## config.mk

```make
export PLATFORM = sky130hd
export DESIGN_NAME = ebac_ctl
export DESIGN_NICKNAME = d
export VERILOG_FILES = /design/src/rtl/ebac_pkg.sv /design/src/rtl/ebac_area_decode.sv /design/src/rtl/ebac_lane_map.sv /design/src/rtl/ebac_ctl.sv
export SDC_FILE = /design/constraint.sdc
export NUM_CORES = 1
export LEC_CHECK = 0
export BUFFER_PORTS_ARGS = -buffer_cell sky130_fd_sc_hd__buf_2
export CORE_MARGIN = 2
export CORE_UTILIZATION = 35
export CTS_BUF_LIST = sky130_fd_sc_hd__clkbuf_16
export CTS_CLUSTER_DIAMETER = 50
export DETAILED_ROUTE_END_ITERATION = 12
export REMOVE_ABC_BUFFERS = 1
export SLEW_MARGIN = 20
export SYNTH_ARGS = -nofsm -noshare
export SYNTH_HDL_FRONTEND = slang
export SYNTH_HIERARCHICAL = 1
export SYNTH_SLANG_ARGS = --single-unit
```

## constraint.sdc

```tcl
create_clock -name mclk -period 9.4 [get_ports mclk]
set_clock_uncertainty 0.05 [all_clocks]
set_input_delay 0.47 -clock mclk [delete_from_list [all_inputs] [get_ports mclk]]
set_output_delay 0.47 -clock mclk [all_outputs]
set_load 0.02 [all_outputs]
```

## src/rtl/ebac_pkg.sv

```systemverilog
// ebac_pkg: constants for the external bus area controller.
// assumes a 20-bit address space and 200 MHz mclk.
`default_nettype none
package ebac_pkg;
    localparam int ADDR_W = 20;
    localparam int BND_W  = 21;
    // register byte offsets on the ahb-lite slave
    localparam logic [7:0] OFS_BYTE_BND = 8'h00;
    localparam logic [7:0] OFS_SLOW_BND = 8'h04;
    localparam logic [7:0] OFS_BUS_CTL  = 8'h08;
    localparam logic [7:0] OFS_RAM_EN   = 8'h0c;
    localparam logic [7:0] OFS_STATUS   = 8'h10;
    // bus_ctl_reg fields
    localparam int CTL_AREA_ON = 7;
    localparam int CTL_ZP_SLOW = 6;
    localparam int CTL_RSV_ONE = 5;
    localparam int CTL_PORT_W  = 5;
    localparam logic [7:0] CTL_RST_ON  = 8'h9f;
    localparam logic [7:0] CTL_RST_OFF = 8'h1f;
    // operating modes
    localparam logic [2:0] MODE1 = 3'h1;
    localparam logic [2:0] MODE2 = 3'h2;
    localparam logic [2:0] MODE3 = 3'h3;
    localparam logic [2:0] MODE4 = 3'h4;
    localparam logic [2:0] MODE5 = 3'h5;
    localparam logic [2:0] MODE6 = 3'h6;
    localparam logic [2:0] MODE7 = 3'h7;
    // boundary reset values; 21'h100000 means no such area
    localparam logic [BND_W-1:0] BND_NONE   = 21'h100000;
    localparam logic [BND_W-1:0] BND_ZERO   = 21'h000000;
    localparam logic [BND_W-1:0] SLOW_RST_1 = 21'h00ee00;
    localparam logic [BND_W-1:0] SLOW_RST_2 = 21'h00ee80;
    localparam logic [BND_W-1:0] BYTE_RST_2 = 21'h00ee80;
    localparam logic [BND_W-1:0] SLOW_RST_3 = 21'h00e000;
    localparam logic [BND_W-1:0] SLOW_RST_4 = 21'h00ee80;
    // on-chip regions within page 0
    localparam logic [15:0] ROM_LAST = 16'hee7f;
    localparam logic [15:0] RAM_BASE = 16'hf680;
    localparam logic [15:0] RAM_LAST = 16'hfe7f;
    localparam logic [15:0] IO_BASE  = 16'hfe80;
    // first address of each 4-byte port block, one per control bit 0..4
    localparam logic [15:0] PORT_BASE [CTL_PORT_W] =
        '{16'hfe80, 16'hfe94, 16'hfe98, 16'hfe9c, 16'hfe90};
    // bus states: a two-state cycle is T1,T2; three-state adds T3
    localparam int CLK_MHZ   = 200;
    localparam int T_STATE_NS = 5;
    localparam int STATE_CYC  = (T_STATE_NS * CLK_MHZ + 999) / 1000;
    typedef enum logic [1:0] {ST_IDLE, ST_T1, ST_T2, ST_T3} ebac_st_type;
endpackage
`default_nettype wire

```

## src/rtl/ebac_area_decode.sv

```systemverilog
// ebac_area_decode: per-address width and cycle length decision.
// assumes a masked address and settled control registers.
`default_nettype none
module ebac_area_decode
    import ebac_pkg::*;
(
    input  wire logic [ADDR_W-1:0] addr,
    input  wire logic [2:0]        mode,
    input  wire logic [BND_W-1:0]  byte_bnd,
    input  wire logic [BND_W-1:0]  slow_bnd,
    input  wire logic [7:0]        ctl,
    input  wire logic              ram_en,
    output logic                   ext,
    output logic                   wide,
    output logic                   slow
);
    logic                  page0;
    logic                  in_io;
    logic                  in_ram;
    logic                  in_rom;
    logic [CTL_PORT_W-1:0] fall;
    logic                  any_fall;
    logic                  byte_area;
    logic                  narrow;

    assign page0 = (addr[19:16] == 4'h0);
    assign in_io = page0 && (addr[15:0] >= IO_BASE);
    assign in_ram = ram_en && page0 && (addr[15:0] >= RAM_BASE)
                    && (addr[15:0] <= RAM_LAST);
    assign in_rom = (mode == MODE2 || mode == MODE4 || mode == MODE7)
                    && page0 && (addr[15:0] <= ROM_LAST);

    // cleared port bit: its block falls through to external space
    for (genvar i = 0; i < CTL_PORT_W; i++) begin : g_port
        assign fall[i] = in_io && !ctl[i]
                         && (addr[15:2] == PORT_BASE[i][15:2]);
    end
    assign any_fall = |fall;

    // ram and rom are internal, always wide two-state
    assign ext = (mode != MODE7) && !in_ram && !in_rom
                 && !(in_io && !any_fall);
    // word area below the byte boundary, byte area from it upward
    assign byte_area = ({1'b0, addr} >= byte_bnd);
    assign narrow = !ctl[CTL_AREA_ON] || any_fall || (mode == MODE2)
                    || byte_area;

    always_comb begin
        wide = 1'b1;
        slow = 1'b0;
        if (ext) begin
            wide = !narrow;
            // no eight-bit two-state area exists
            slow = narrow || ({1'b0, addr} >= slow_bnd)
                   || (ctl[CTL_ZP_SLOW] && page0);
        end
    end
endmodule
`default_nettype wire

```

## src/rtl/ebac_lane_map.sv

```systemverilog
// ebac_lane_map: data lane enables and active-low strobes.
// assumes attributes latched for the whole bus cycle.
`default_nettype none
module ebac_lane_map (
    input  wire logic busy,
    input  wire logic strobe_ph,
    input  wire logic write,
    input  wire logic wide,
    input  wire logic word,
    input  wire logic a0,
    output logic      hi_oe,
    output logic      lo_oe,
    output logic      rd_n,
    output logic      hwr_n,
    output logic      lwr_n
);
    logic wr_ph;
    logic hi_sel;
    logic lo_sel;

    assign wr_ph = strobe_ph && write;
    assign hi_sel = !wide || word || !a0;
    assign lo_sel = wide && (word || a0);
    // wide writes also drive the unused lane with dummy data
    assign hi_oe = busy && write;
    assign lo_oe = busy && write && wide;
    assign rd_n  = !(strobe_ph && !write);
    assign hwr_n = !(wr_ph && hi_sel);
    assign lwr_n = !(wr_ph && lo_sel);
endmodule
`default_nettype wire

```

## src/rtl/ebac_ctl.sv

```systemverilog
// ebac_ctl: external bus area controller with ahb-lite registers.
// assumes cpu_req is held until cpu_done and the mode strap is stable.
`default_nettype none
module ebac_ctl
    import ebac_pkg::*;
(
    input  wire logic              mclk,
    input  wire logic              rst_n,
    input  wire logic [2:0]        mode,
    input  wire logic              hsel,
    input  wire logic [31:0]       haddr,
    input  wire logic [1:0]        htrans,
    input  wire logic              hwrite,
    input  wire logic [2:0]        hsize,
    input  wire logic [31:0]       hwdata,
    input  wire logic              hready,
    output logic                   hreadyout,
    output logic                   hresp,
    output logic [31:0]            hrdata,
    input  wire logic              cpu_req,
    input  wire logic [ADDR_W-1:0] cpu_addr,
    input  wire logic              cpu_word,
    input  wire logic              cpu_write,
    input  wire logic [15:0]       cpu_wdata,
    output logic                   cpu_done,
    output logic                   cpu_ext,
    output logic [15:0]            cpu_rdata,
    output logic [ADDR_W-1:0]      ext_addr,
    output logic [7:0]             data_hi_out,
    output logic                   data_hi_oe,
    output logic [7:0]             data_lo_out,
    output logic                   data_lo_oe,
    input  wire logic [15:0]       data_in,
    output logic                   rd_n,
    output logic                   high_byte_write_strobe_n,
    output logic                   low_byte_write_strobe_n
);
    ////////////////////////////////////////////////////////////////////
    logic             init_r, init_nxt;
    logic [2:0]       mode_r, mode_nxt;
    logic [BND_W-1:0] byte_bnd_r, byte_bnd_nxt;
    logic [BND_W-1:0] slow_bnd_r, slow_bnd_nxt;
    logic [7:0]       ctl_r, ctl_nxt;
    logic             ram_en_r, ram_en_nxt;
    logic             wr_pend_r, wr_pend_nxt;
    logic             rd_pend_r, rd_pend_nxt;
    logic [7:0]       ofs_r, ofs_nxt;
    logic [31:0]      rdata_r, rdata_nxt;
    logic             mode56;
    logic [31:0]      rd_val;

    assign mode56 = (mode_r == MODE5) || (mode_r == MODE6);
    // registers answer only after the strap is caught; a read waits
    // one state so that hrdata comes straight from a flop
    assign hreadyout = init_r && !rd_pend_r;
    assign hresp = 1'b0;
    assign hrdata = rdata_r;

    always_comb begin
        unique case (ofs_r)
            OFS_BYTE_BND: rd_val = {11'h0, byte_bnd_r};
            OFS_SLOW_BND: rd_val = {11'h0, slow_bnd_r};
            OFS_BUS_CTL:  rd_val = {24'h0, ctl_r | 8'h20};
            OFS_RAM_EN:   rd_val = {31'h0, ram_en_r};
            OFS_STATUS:   rd_val = {23'h0, cpu_ext, 5'h0, mode_r};
            default:      rd_val = 32'h0;
        endcase
    end

    always_comb begin
        init_nxt = 1'b1;
        mode_nxt = mode_r;
        byte_bnd_nxt = byte_bnd_r;
        slow_bnd_nxt = slow_bnd_r;
        ctl_nxt = ctl_r;
        ram_en_nxt = ram_en_r;
        rdata_nxt = rdata_r;
        wr_pend_nxt = wr_pend_r;
        rd_pend_nxt = rd_pend_r;
        ofs_nxt = ofs_r;
        if (!init_r) begin
            // mode-dependent reset map caught after release
            mode_nxt = mode;
            ctl_nxt = CTL_RST_ON;
            byte_bnd_nxt = BND_NONE;
            slow_bnd_nxt = BND_NONE;
            unique case (mode)
                MODE1: slow_bnd_nxt = SLOW_RST_1;
                MODE2: begin
                    slow_bnd_nxt = SLOW_RST_2;
                    byte_bnd_nxt = BYTE_RST_2;
                end
                MODE3: slow_bnd_nxt = SLOW_RST_3;
                MODE4: slow_bnd_nxt = SLOW_RST_4;
                MODE5, MODE6: begin
                    ctl_nxt = CTL_RST_OFF;
                    byte_bnd_nxt = BND_ZERO;
                    slow_bnd_nxt = BND_ZERO;
                end
                default: ;
            endcase
        end else begin
            if (wr_pend_r) begin
                unique case (ofs_r)
                    OFS_BYTE_BND: byte_bnd_nxt = hwdata[BND_W-1:0];
                    OFS_SLOW_BND: slow_bnd_nxt = hwdata[BND_W-1:0];
                    OFS_BUS_CTL: begin
                        ctl_nxt = hwdata[7:0];
                        ctl_nxt[CTL_AREA_ON] = hwdata[CTL_AREA_ON] || !mode56;
                        if (mode_r == MODE7)
                            ctl_nxt[4:0] = 5'h1f;
                    end
                    OFS_RAM_EN:   ram_en_nxt = hwdata[0];
                    default: ;
                endcase
            end
            if (rd_pend_r) begin
                rdata_nxt = rd_val;
                rd_pend_nxt = 1'b0;
            end
            if (hready) begin
                wr_pend_nxt = hsel && htrans[1] && hwrite;
                rd_pend_nxt = hsel && htrans[1] && !hwrite;
                ofs_nxt = haddr[7:0];
            end
        end
    end

    always_ff @(posedge mclk or negedge rst_n) begin
        if (!rst_n) begin
            init_r <= 1'b0;
            mode_r <= MODE7;
            byte_bnd_r <= BND_NONE;
            slow_bnd_r <= BND_NONE;
            ctl_r <= CTL_RST_ON;
            ram_en_r <= 1'b1;
            wr_pend_r <= 1'b0;
            rd_pend_r <= 1'b0;
            ofs_r <= 8'h00;
            rdata_r <= 32'h0;
        end else begin
            init_r <= init_nxt;
            mode_r <= mode_nxt;
            byte_bnd_r <= byte_bnd_nxt;
            slow_bnd_r <= slow_bnd_nxt;
            ctl_r <= ctl_nxt;
            ram_en_r <= ram_en_nxt;
            wr_pend_r <= wr_pend_nxt;
            rd_pend_r <= rd_pend_nxt;
            ofs_r <= ofs_nxt;
            rdata_r <= rdata_nxt;
        end
    end

    ////////////////////////////////////////////////////////////////////
    // bus cycle engine
    ebac_st_type      st_r, st_nxt;
    logic             cyc_wide_r, cyc_wide_nxt;
    logic             cyc_slow_r, cyc_slow_nxt;
    logic             cyc_word_r, cyc_word_nxt;
    logic             cyc_wr_r, cyc_wr_nxt;
    logic             split_r, split_nxt;
    logic             done_r, done_nxt;
    logic             ext_r, ext_nxt;
    logic [ADDR_W-1:0] addr_r, addr_nxt;
    logic [7:0]       dhi_r, dhi_nxt;
    logic [7:0]       dlo_r, dlo_nxt;
    logic [15:0]      rdat_r, rdat_nxt;
    logic [ADDR_W-1:0] req_addr;
    logic             dec_ext, dec_wide, dec_slow;
    logic             last_st;
    logic             start;

    // 64k modes ignore the page bits
    assign req_addr = (mode_r == MODE3 || mode_r == MODE4 || mode_r == MODE5)
                      ? cpu_addr : {4'h0, cpu_addr[15:0]};

    ebac_area_decode u_dec (
        .addr     (req_addr),
        .mode     (mode_r),
        .byte_bnd (byte_bnd_r),
        .slow_bnd (slow_bnd_r),
        .ctl      (ctl_r),
        .ram_en   (ram_en_r),
        .ext      (dec_ext),
        .wide     (dec_wide),
        .slow     (dec_slow)
    );

    assign start = init_r && cpu_req && !done_r && (st_r == ST_IDLE);
    assign last_st = (st_r == ST_T3) || (st_r == ST_T2 && !cyc_slow_r);

    always_comb begin
        st_nxt = st_r;
        cyc_wide_nxt = cyc_wide_r;
        cyc_slow_nxt = cyc_slow_r;
        cyc_word_nxt = cyc_word_r;
        cyc_wr_nxt = cyc_wr_r;
        split_nxt = split_r;
        addr_nxt = addr_r;
        dhi_nxt = dhi_r;
        dlo_nxt = dlo_r;
        rdat_nxt = rdat_r;
        ext_nxt = ext_r;
        done_nxt = 1'b0;
        if (start) begin
            ext_nxt = dec_ext;
            if (!dec_ext) begin
                // on-chip targets are served elsewhere
                done_nxt = 1'b1;
                rdat_nxt = 16'h0;
            end else begin
                st_nxt = ST_T1;
                addr_nxt = req_addr;
                // attributes frozen for the cycle
                cyc_wide_nxt = dec_wide;
                cyc_slow_nxt = dec_slow;
                cyc_word_nxt = cpu_word;
                cyc_wr_nxt = cpu_write;
                split_nxt = cpu_word && !dec_wide;
                if (cpu_word) begin
                    dhi_nxt = cpu_wdata[15:8];
                    dlo_nxt = cpu_wdata[7:0];
                end else begin
                    dhi_nxt = cpu_wdata[7:0];
                    dlo_nxt = cpu_wdata[7:0];
                end
            end
        end else begin
            unique case (st_r)
                ST_IDLE: ;
                ST_T1: st_nxt = ST_T2;
                ST_T2: if (cyc_slow_r) st_nxt = ST_T3;
                ST_T3: ;
            endcase
            if (last_st) begin
                if (!cyc_wr_r) begin
                    if (cyc_wide_r && cyc_word_r)
                        rdat_nxt = data_in;
                    else if (split_r)
                        rdat_nxt = {data_in[15:8], 8'h00};
                    else if (cyc_word_r)
                        rdat_nxt = {rdat_r[15:8], data_in[15:8]};
                    else if (cyc_wide_r && addr_r[0])
                        rdat_nxt = {8'h00, data_in[7:0]};
                    else
                        rdat_nxt = {8'h00, data_in[15:8]};
                end
                if (split_r) begin
                    // odd byte follows the even one
                    st_nxt = ST_T1;
                    split_nxt = 1'b0;
                    addr_nxt = {addr_r[ADDR_W-1:1], 1'b1};
                    dhi_nxt = dlo_r;
                end else begin
                    st_nxt = ST_IDLE;
                    done_nxt = 1'b1;
                end
            end
        end
    end

    always_ff @(posedge mclk or negedge rst_n) begin
        if (!rst_n) begin
            st_r <= ST_IDLE;
            cyc_wide_r <= 1'b1;
            cyc_slow_r <= 1'b0;
            cyc_word_r <= 1'b0;
            cyc_wr_r <= 1'b0;
            split_r <= 1'b0;
            done_r <= 1'b0;
            ext_r <= 1'b0;
            addr_r <= '0;
            dhi_r <= 8'h00;
            dlo_r <= 8'h00;
            rdat_r <= 16'h0;
        end else begin
            st_r <= st_nxt;
            cyc_wide_r <= cyc_wide_nxt;
            cyc_slow_r <= cyc_slow_nxt;
            cyc_word_r <= cyc_word_nxt;
            cyc_wr_r <= cyc_wr_nxt;
            split_r <= split_nxt;
            done_r <= done_nxt;
            ext_r <= ext_nxt;
            addr_r <= addr_nxt;
            dhi_r <= dhi_nxt;
            dlo_r <= dlo_nxt;
            rdat_r <= rdat_nxt;
        end
    end

    assign cpu_done = done_r;
    assign cpu_ext = ext_r;
    assign cpu_rdata = rdat_r;
    assign ext_addr = addr_r;
    assign data_hi_out = dhi_r;
    assign data_lo_out = dlo_r;

    ebac_lane_map u_lane (
        .busy      (st_r != ST_IDLE),
        .strobe_ph (st_r == ST_T2 || st_r == ST_T3),
        .write     (cyc_wr_r),
        .wide      (cyc_wide_r),
        .word      (cyc_word_r),
        .a0        (addr_r[0]),
        .hi_oe     (data_hi_oe),
        .lo_oe     (data_lo_oe),
        .rd_n      (rd_n),
        .hwr_n     (high_byte_write_strobe_n),
        .lwr_n     (low_byte_write_strobe_n)
    );

    ////////////////////////////////////////////////////////////////////
    property p_two_state;
        @(posedge mclk) disable iff (!rst_n)
        (st_r == ST_T1 && !cyc_slow_r) |=> (st_r == ST_T2) ##1 (st_r != ST_T3);
    endproperty
    a_two_state: assert property (p_two_state) else $error("two-state length");

    property p_three_state;
        @(posedge mclk) disable iff (!rst_n)
        (st_r == ST_T1 && cyc_slow_r) |=> (st_r == ST_T2) ##1 (st_r == ST_T3);
    endproperty
    a_three_state: assert property (p_three_state) else $error("three-state length");

    property p_attr_hold;
        @(posedge mclk) disable iff (!rst_n)
        (st_r == ST_T2 || st_r == ST_T3) |-> $stable(cyc_wide_r) && $stable(cyc_slow_r);
    endproperty
    a_attr_hold: assert property (p_attr_hold) else $error("attributes moved");

    property p_narrow_lane;
        @(posedge mclk) disable iff (!rst_n)
        (st_r != ST_IDLE && !cyc_wide_r) |-> !data_lo_oe && low_byte_write_strobe_n;
    endproperty
    a_narrow_lane: assert property (p_narrow_lane) else $error("low lane in byte area");

    property p_mode2_lane;
        @(posedge mclk) disable iff (!rst_n)
        (init_r && mode_r == MODE2) |-> !data_lo_oe && low_byte_write_strobe_n;
    endproperty
    a_mode2_lane: assert property (p_mode2_lane) else $error("mode 2 low lane used");

    property p_split;
        @(posedge mclk) disable iff (!rst_n)
        (st_r == ST_T1 && split_r) |-> ##[2:3] (st_r == ST_T1 && addr_r[0]);
    endproperty
    a_split: assert property (p_split) else $error("odd byte cycle missing");

    property p_area_off;
        @(posedge mclk) disable iff (!rst_n)
        (start && dec_ext && !ctl_r[CTL_AREA_ON]) |=> (!cyc_wide_r && cyc_slow_r);
    endproperty
    a_area_off: assert property (p_area_off) else $error("area control off not byte");

    property p_no_byte_fast;
        @(posedge mclk) disable iff (!rst_n)
        (st_r == ST_T1) |-> (cyc_wide_r || cyc_slow_r);
    endproperty
    a_no_byte_fast: assert property (p_no_byte_fast) else $error("byte two-state seen");

    property p_mode7_quiet;
        @(posedge mclk) disable iff (!rst_n)
        (init_r && mode_r == MODE7) |-> (st_r == ST_IDLE) && rd_n;
    endproperty
    a_mode7_quiet: assert property (p_mode7_quiet) else $error("mode 7 bus cycle");

    property p_zero_page;
        @(posedge mclk) disable iff (!rst_n)
        (start && dec_ext && ctl_r[CTL_ZP_SLOW] && req_addr[19:16] == 4'h0)
        |=> cyc_slow_r;
    endproperty
    a_zero_page: assert property (p_zero_page) else $error("page 0 not slow");
endmodule
`default_nettype wire

```

==> flow_summary.rst <==
.. list-table::
   :header-rows: 1

   * - Metric
     - Value
   * - Result of the run
     - completed
   * - Root buffer cell
     - sky130_fd_sc_hd__clkbuf_16
   * - Wire length of the first global-routing pass
     - 34.0 mm
   * - Number of I/O port buffers
     - 173
   * - Clock slew at the register clock pins of the worst setup and hold paths
     - 0.06 ns
   * - Core region area
     - 22400 µm²
   * - Number of DRC violations after detailed routing
     - 0
   * - Unrepaired setup endpoints after global routing
     - no
   * - Worst slack on hold paths
     - 0.0152 ns
   * - Type of element launching the critical path
     - flip-flop
   * - Synthesized instance count
     - 783
   * - DR WL met2
     - 9.49 mm
   * - Half-perimeter wire length of the detailed placement result
     - 15.4 mm
   * - Static leakage
     - 4.69 nW
   * - Wire length the detailed router placed on met1
     - 10.4 mm
   * - Pin slew with the least headroom to its limit
     - 1.07 ns
   * - Area growth from synthesis to final layout
     - 20.7%
   * - H-tree lvl count
     - 4
   * - Number of CTS-inserted buffers
     - 17
   * - Area after DPL
     - 8980 µm²
   * - Sum of internal, switching and leakage power
     - 2.31 mW
   * - Type of the worst setup path
     - flip-flop to flip-flop
   * - Critical Path RT
     - 9.65 ns
   * - Number of antenna violations at the first check in global routing
     - 1
   * - Placement Rows
     - 55
   * - Combined buffer and inverter count along the critical path
     - 1
   * - Overall global routing resource usage
     - 0.180
   * - Number of synthesis warnings
     - 6
   * - Most frequent standard cell in the layout excluding fill and tap cells
     - sky130_fd_sc_hd__buf_2
   * - Cells along the critical path
     - mux2i_1, and2_1, or4_1, nor3_1, o21ai_0, a21oi_1, a311oi_1, buf_4, nand2_2, mux2_2
   * - Routed via count
     - 6397
   * - Cell area after synthesis
     - 7940 µm²
   * - Min-Delay Path Class
     - input pin to async pin
   * - Via density
     - 5.17
   * - Final GP Congestion
     - 0.821
   * - Minimum clock period after layout
     - 3.84 ns
   * - Pin count of the biggest net entering global routing
     - 78
   * - Die X-Extent
     - 155 µm
   * - Portion of the clock cycle consumed by the worst path in the final layout
     - 0.408
   * - Number of diodes added for antenna fixing
     - 0
   * - IR drop worst, VDD
     - 0.000102 V
   * - Final design utilization
     - 0.427
   * - Place WS
     - 5.54 ns
   * - Uppermost layer routed
     - met4
   * - Cell family contributing the most delay on the critical path
     - simple AND/OR/NAND/NOR gates
   * - # IOs
     - 225
   * - Power density of the placed cells
     - 241 nW/µm²
   * - Post-Layout Inst Area
     - 9580 µm²
   * - Highest Clock Rate
     - 261 MHz
   * - Final routed wirelength across all metal layers
     - 21.3 mm
   * - Count of hold-fix buffers inserted at cts
     - 0
   * - Delay of the slowest cell on the worst path
     - 0.73 ns
   * - Number of detailed-route iterations in the first pass
     - 6
   * - Number of global-route vias before repair
     - 6224
   * - Worst slew margin relative to its limit
     - 0.283
   * - Crit path arrival time
     - 4.09 ns
   * - Number of nets with antenna violations after detailed routing
     - 0
   * - Fraction of layout cells with a size suffix above 1
     - 0.298
   * - Largest fanout of any net on the critical path
     - 43
   * - Total negative slack for setup checks
     - 0 ns
   * - Resize count post-CTS
     - 0
   * - TritonCTS clock tree
     - done
   * - Number of placed instances, taps included
     - 1204
   * - Effective utilization at floorplan
     - 0.354
   * - Routed wire length per instance
     - 17.2 µm
   * - Commonest non-fill, non-tap cells in the layout
     - 172 x sky130_fd_sc_hd__buf_2, 132 x sky130_fd_sc_hd__dfrtp_1, 77 x sky130_fd_sc_hd__o21ai_0, 58 x sky130_fd_sc_hd__nand2_1, 54 x sky130_fd_sc_hd__inv_1
   * - Post-layout worst setup margin
     - 5.56 ns
   * - Highest-delay cell along the critical path
     - sky130_fd_sc_hd__nand2_2
   * - Buffer count from post-CTS setup fixing
     - 0
   * - Number of slew-limit violations in the final report
     - 0
   * - Max-cap violations
     - 0
   * - Kind of end point of the critical path
     - flip-flop
   * - Global route overflow
     - 0
   * - Fill cell instance count of the final layout
     - 2197
   * - Mean post-synth cell area
     - 10.1 µm²
   * - Number of sinks handled by clock tree synthesis
     - 146
   * - Total Nets Final
     - 1114
   * - Layout Cells excl Fill
     - 1237
   * - Detail Route met3 WL
     - 1.14 mm
   * - Total of endpoints with negative setup slack in the final report
     - 0
   * - Final-report hold violation count
     - 0
   * - Die Span Y
     - 155 µm
   * - Violation count after the first detailed-routing iteration
     - 387
   * - Die area
     - 23900 µm²
   * - Clock latency at the later pin of the worst-skew pair
     - 0.43 ns
   * - Number of buffers on the longest clock path
     - 2
## flip-flops by register name, summed over array words and instances, names as in the netlist, 2 cells and up
signal / count
cpu_rdata: 16
slow_bnd_r: 21
data_hi_out: 8
ext_addr: 20
data_lo_out: 8
byte_bnd_r: 21
hrdata: 21
ctl_r: 7
mode_r: 3
ofs_r: 8
st_r: 2
## routing by layer
layer / GRT usage / vias up
met1: 0.250 / 3090
met3: 0.0381 / 20
met4: 0.0591 / 0
met2: 0.281 / 196
li1: - / 3091
met5: 0 / -
## power by group
part | leakage [nW] | switching [mW] | internal (mW)
sequential | 1.86 | 0.103 | 0.769
combinational | 2.54 | 0.444 | 0.300
clock | 0.287 | 0.274 | 0.415
## path summary, 6_finish.rpt
path,startpoint,to,slack (ns),cells after the start
max,mode_r[1],data_lo_out[4],5.56,10
min,rst_n,data_hi_out[4],0.02,1
max reg2reg,mode_r[1],data_lo_out[4],5.56,10
min reg2reg,hrdata[13],hrdata[13],0.43,2
max in group asynchronous,rst_n,init_r,7.85,2
min in group mclk,hwrite,rd_pend_r,0.18,2
## final cells by class
cell class | count | area (µm²) | area share
clock inverters | 15 | 168 | 0.0175
repair buffers | 178 | 910 | 0.0950
multi-input cells | 542 | 3840 | 0.401
inverters | 54 | 203 | 0.0212
flip-flops and latches | 146 | 3670 | 0.383
well taps | 285 | 357 | 0.0372
clock buffers | 17 | 425 | 0.0444
No activity file was read; power rests on OpenSTA's default activity.
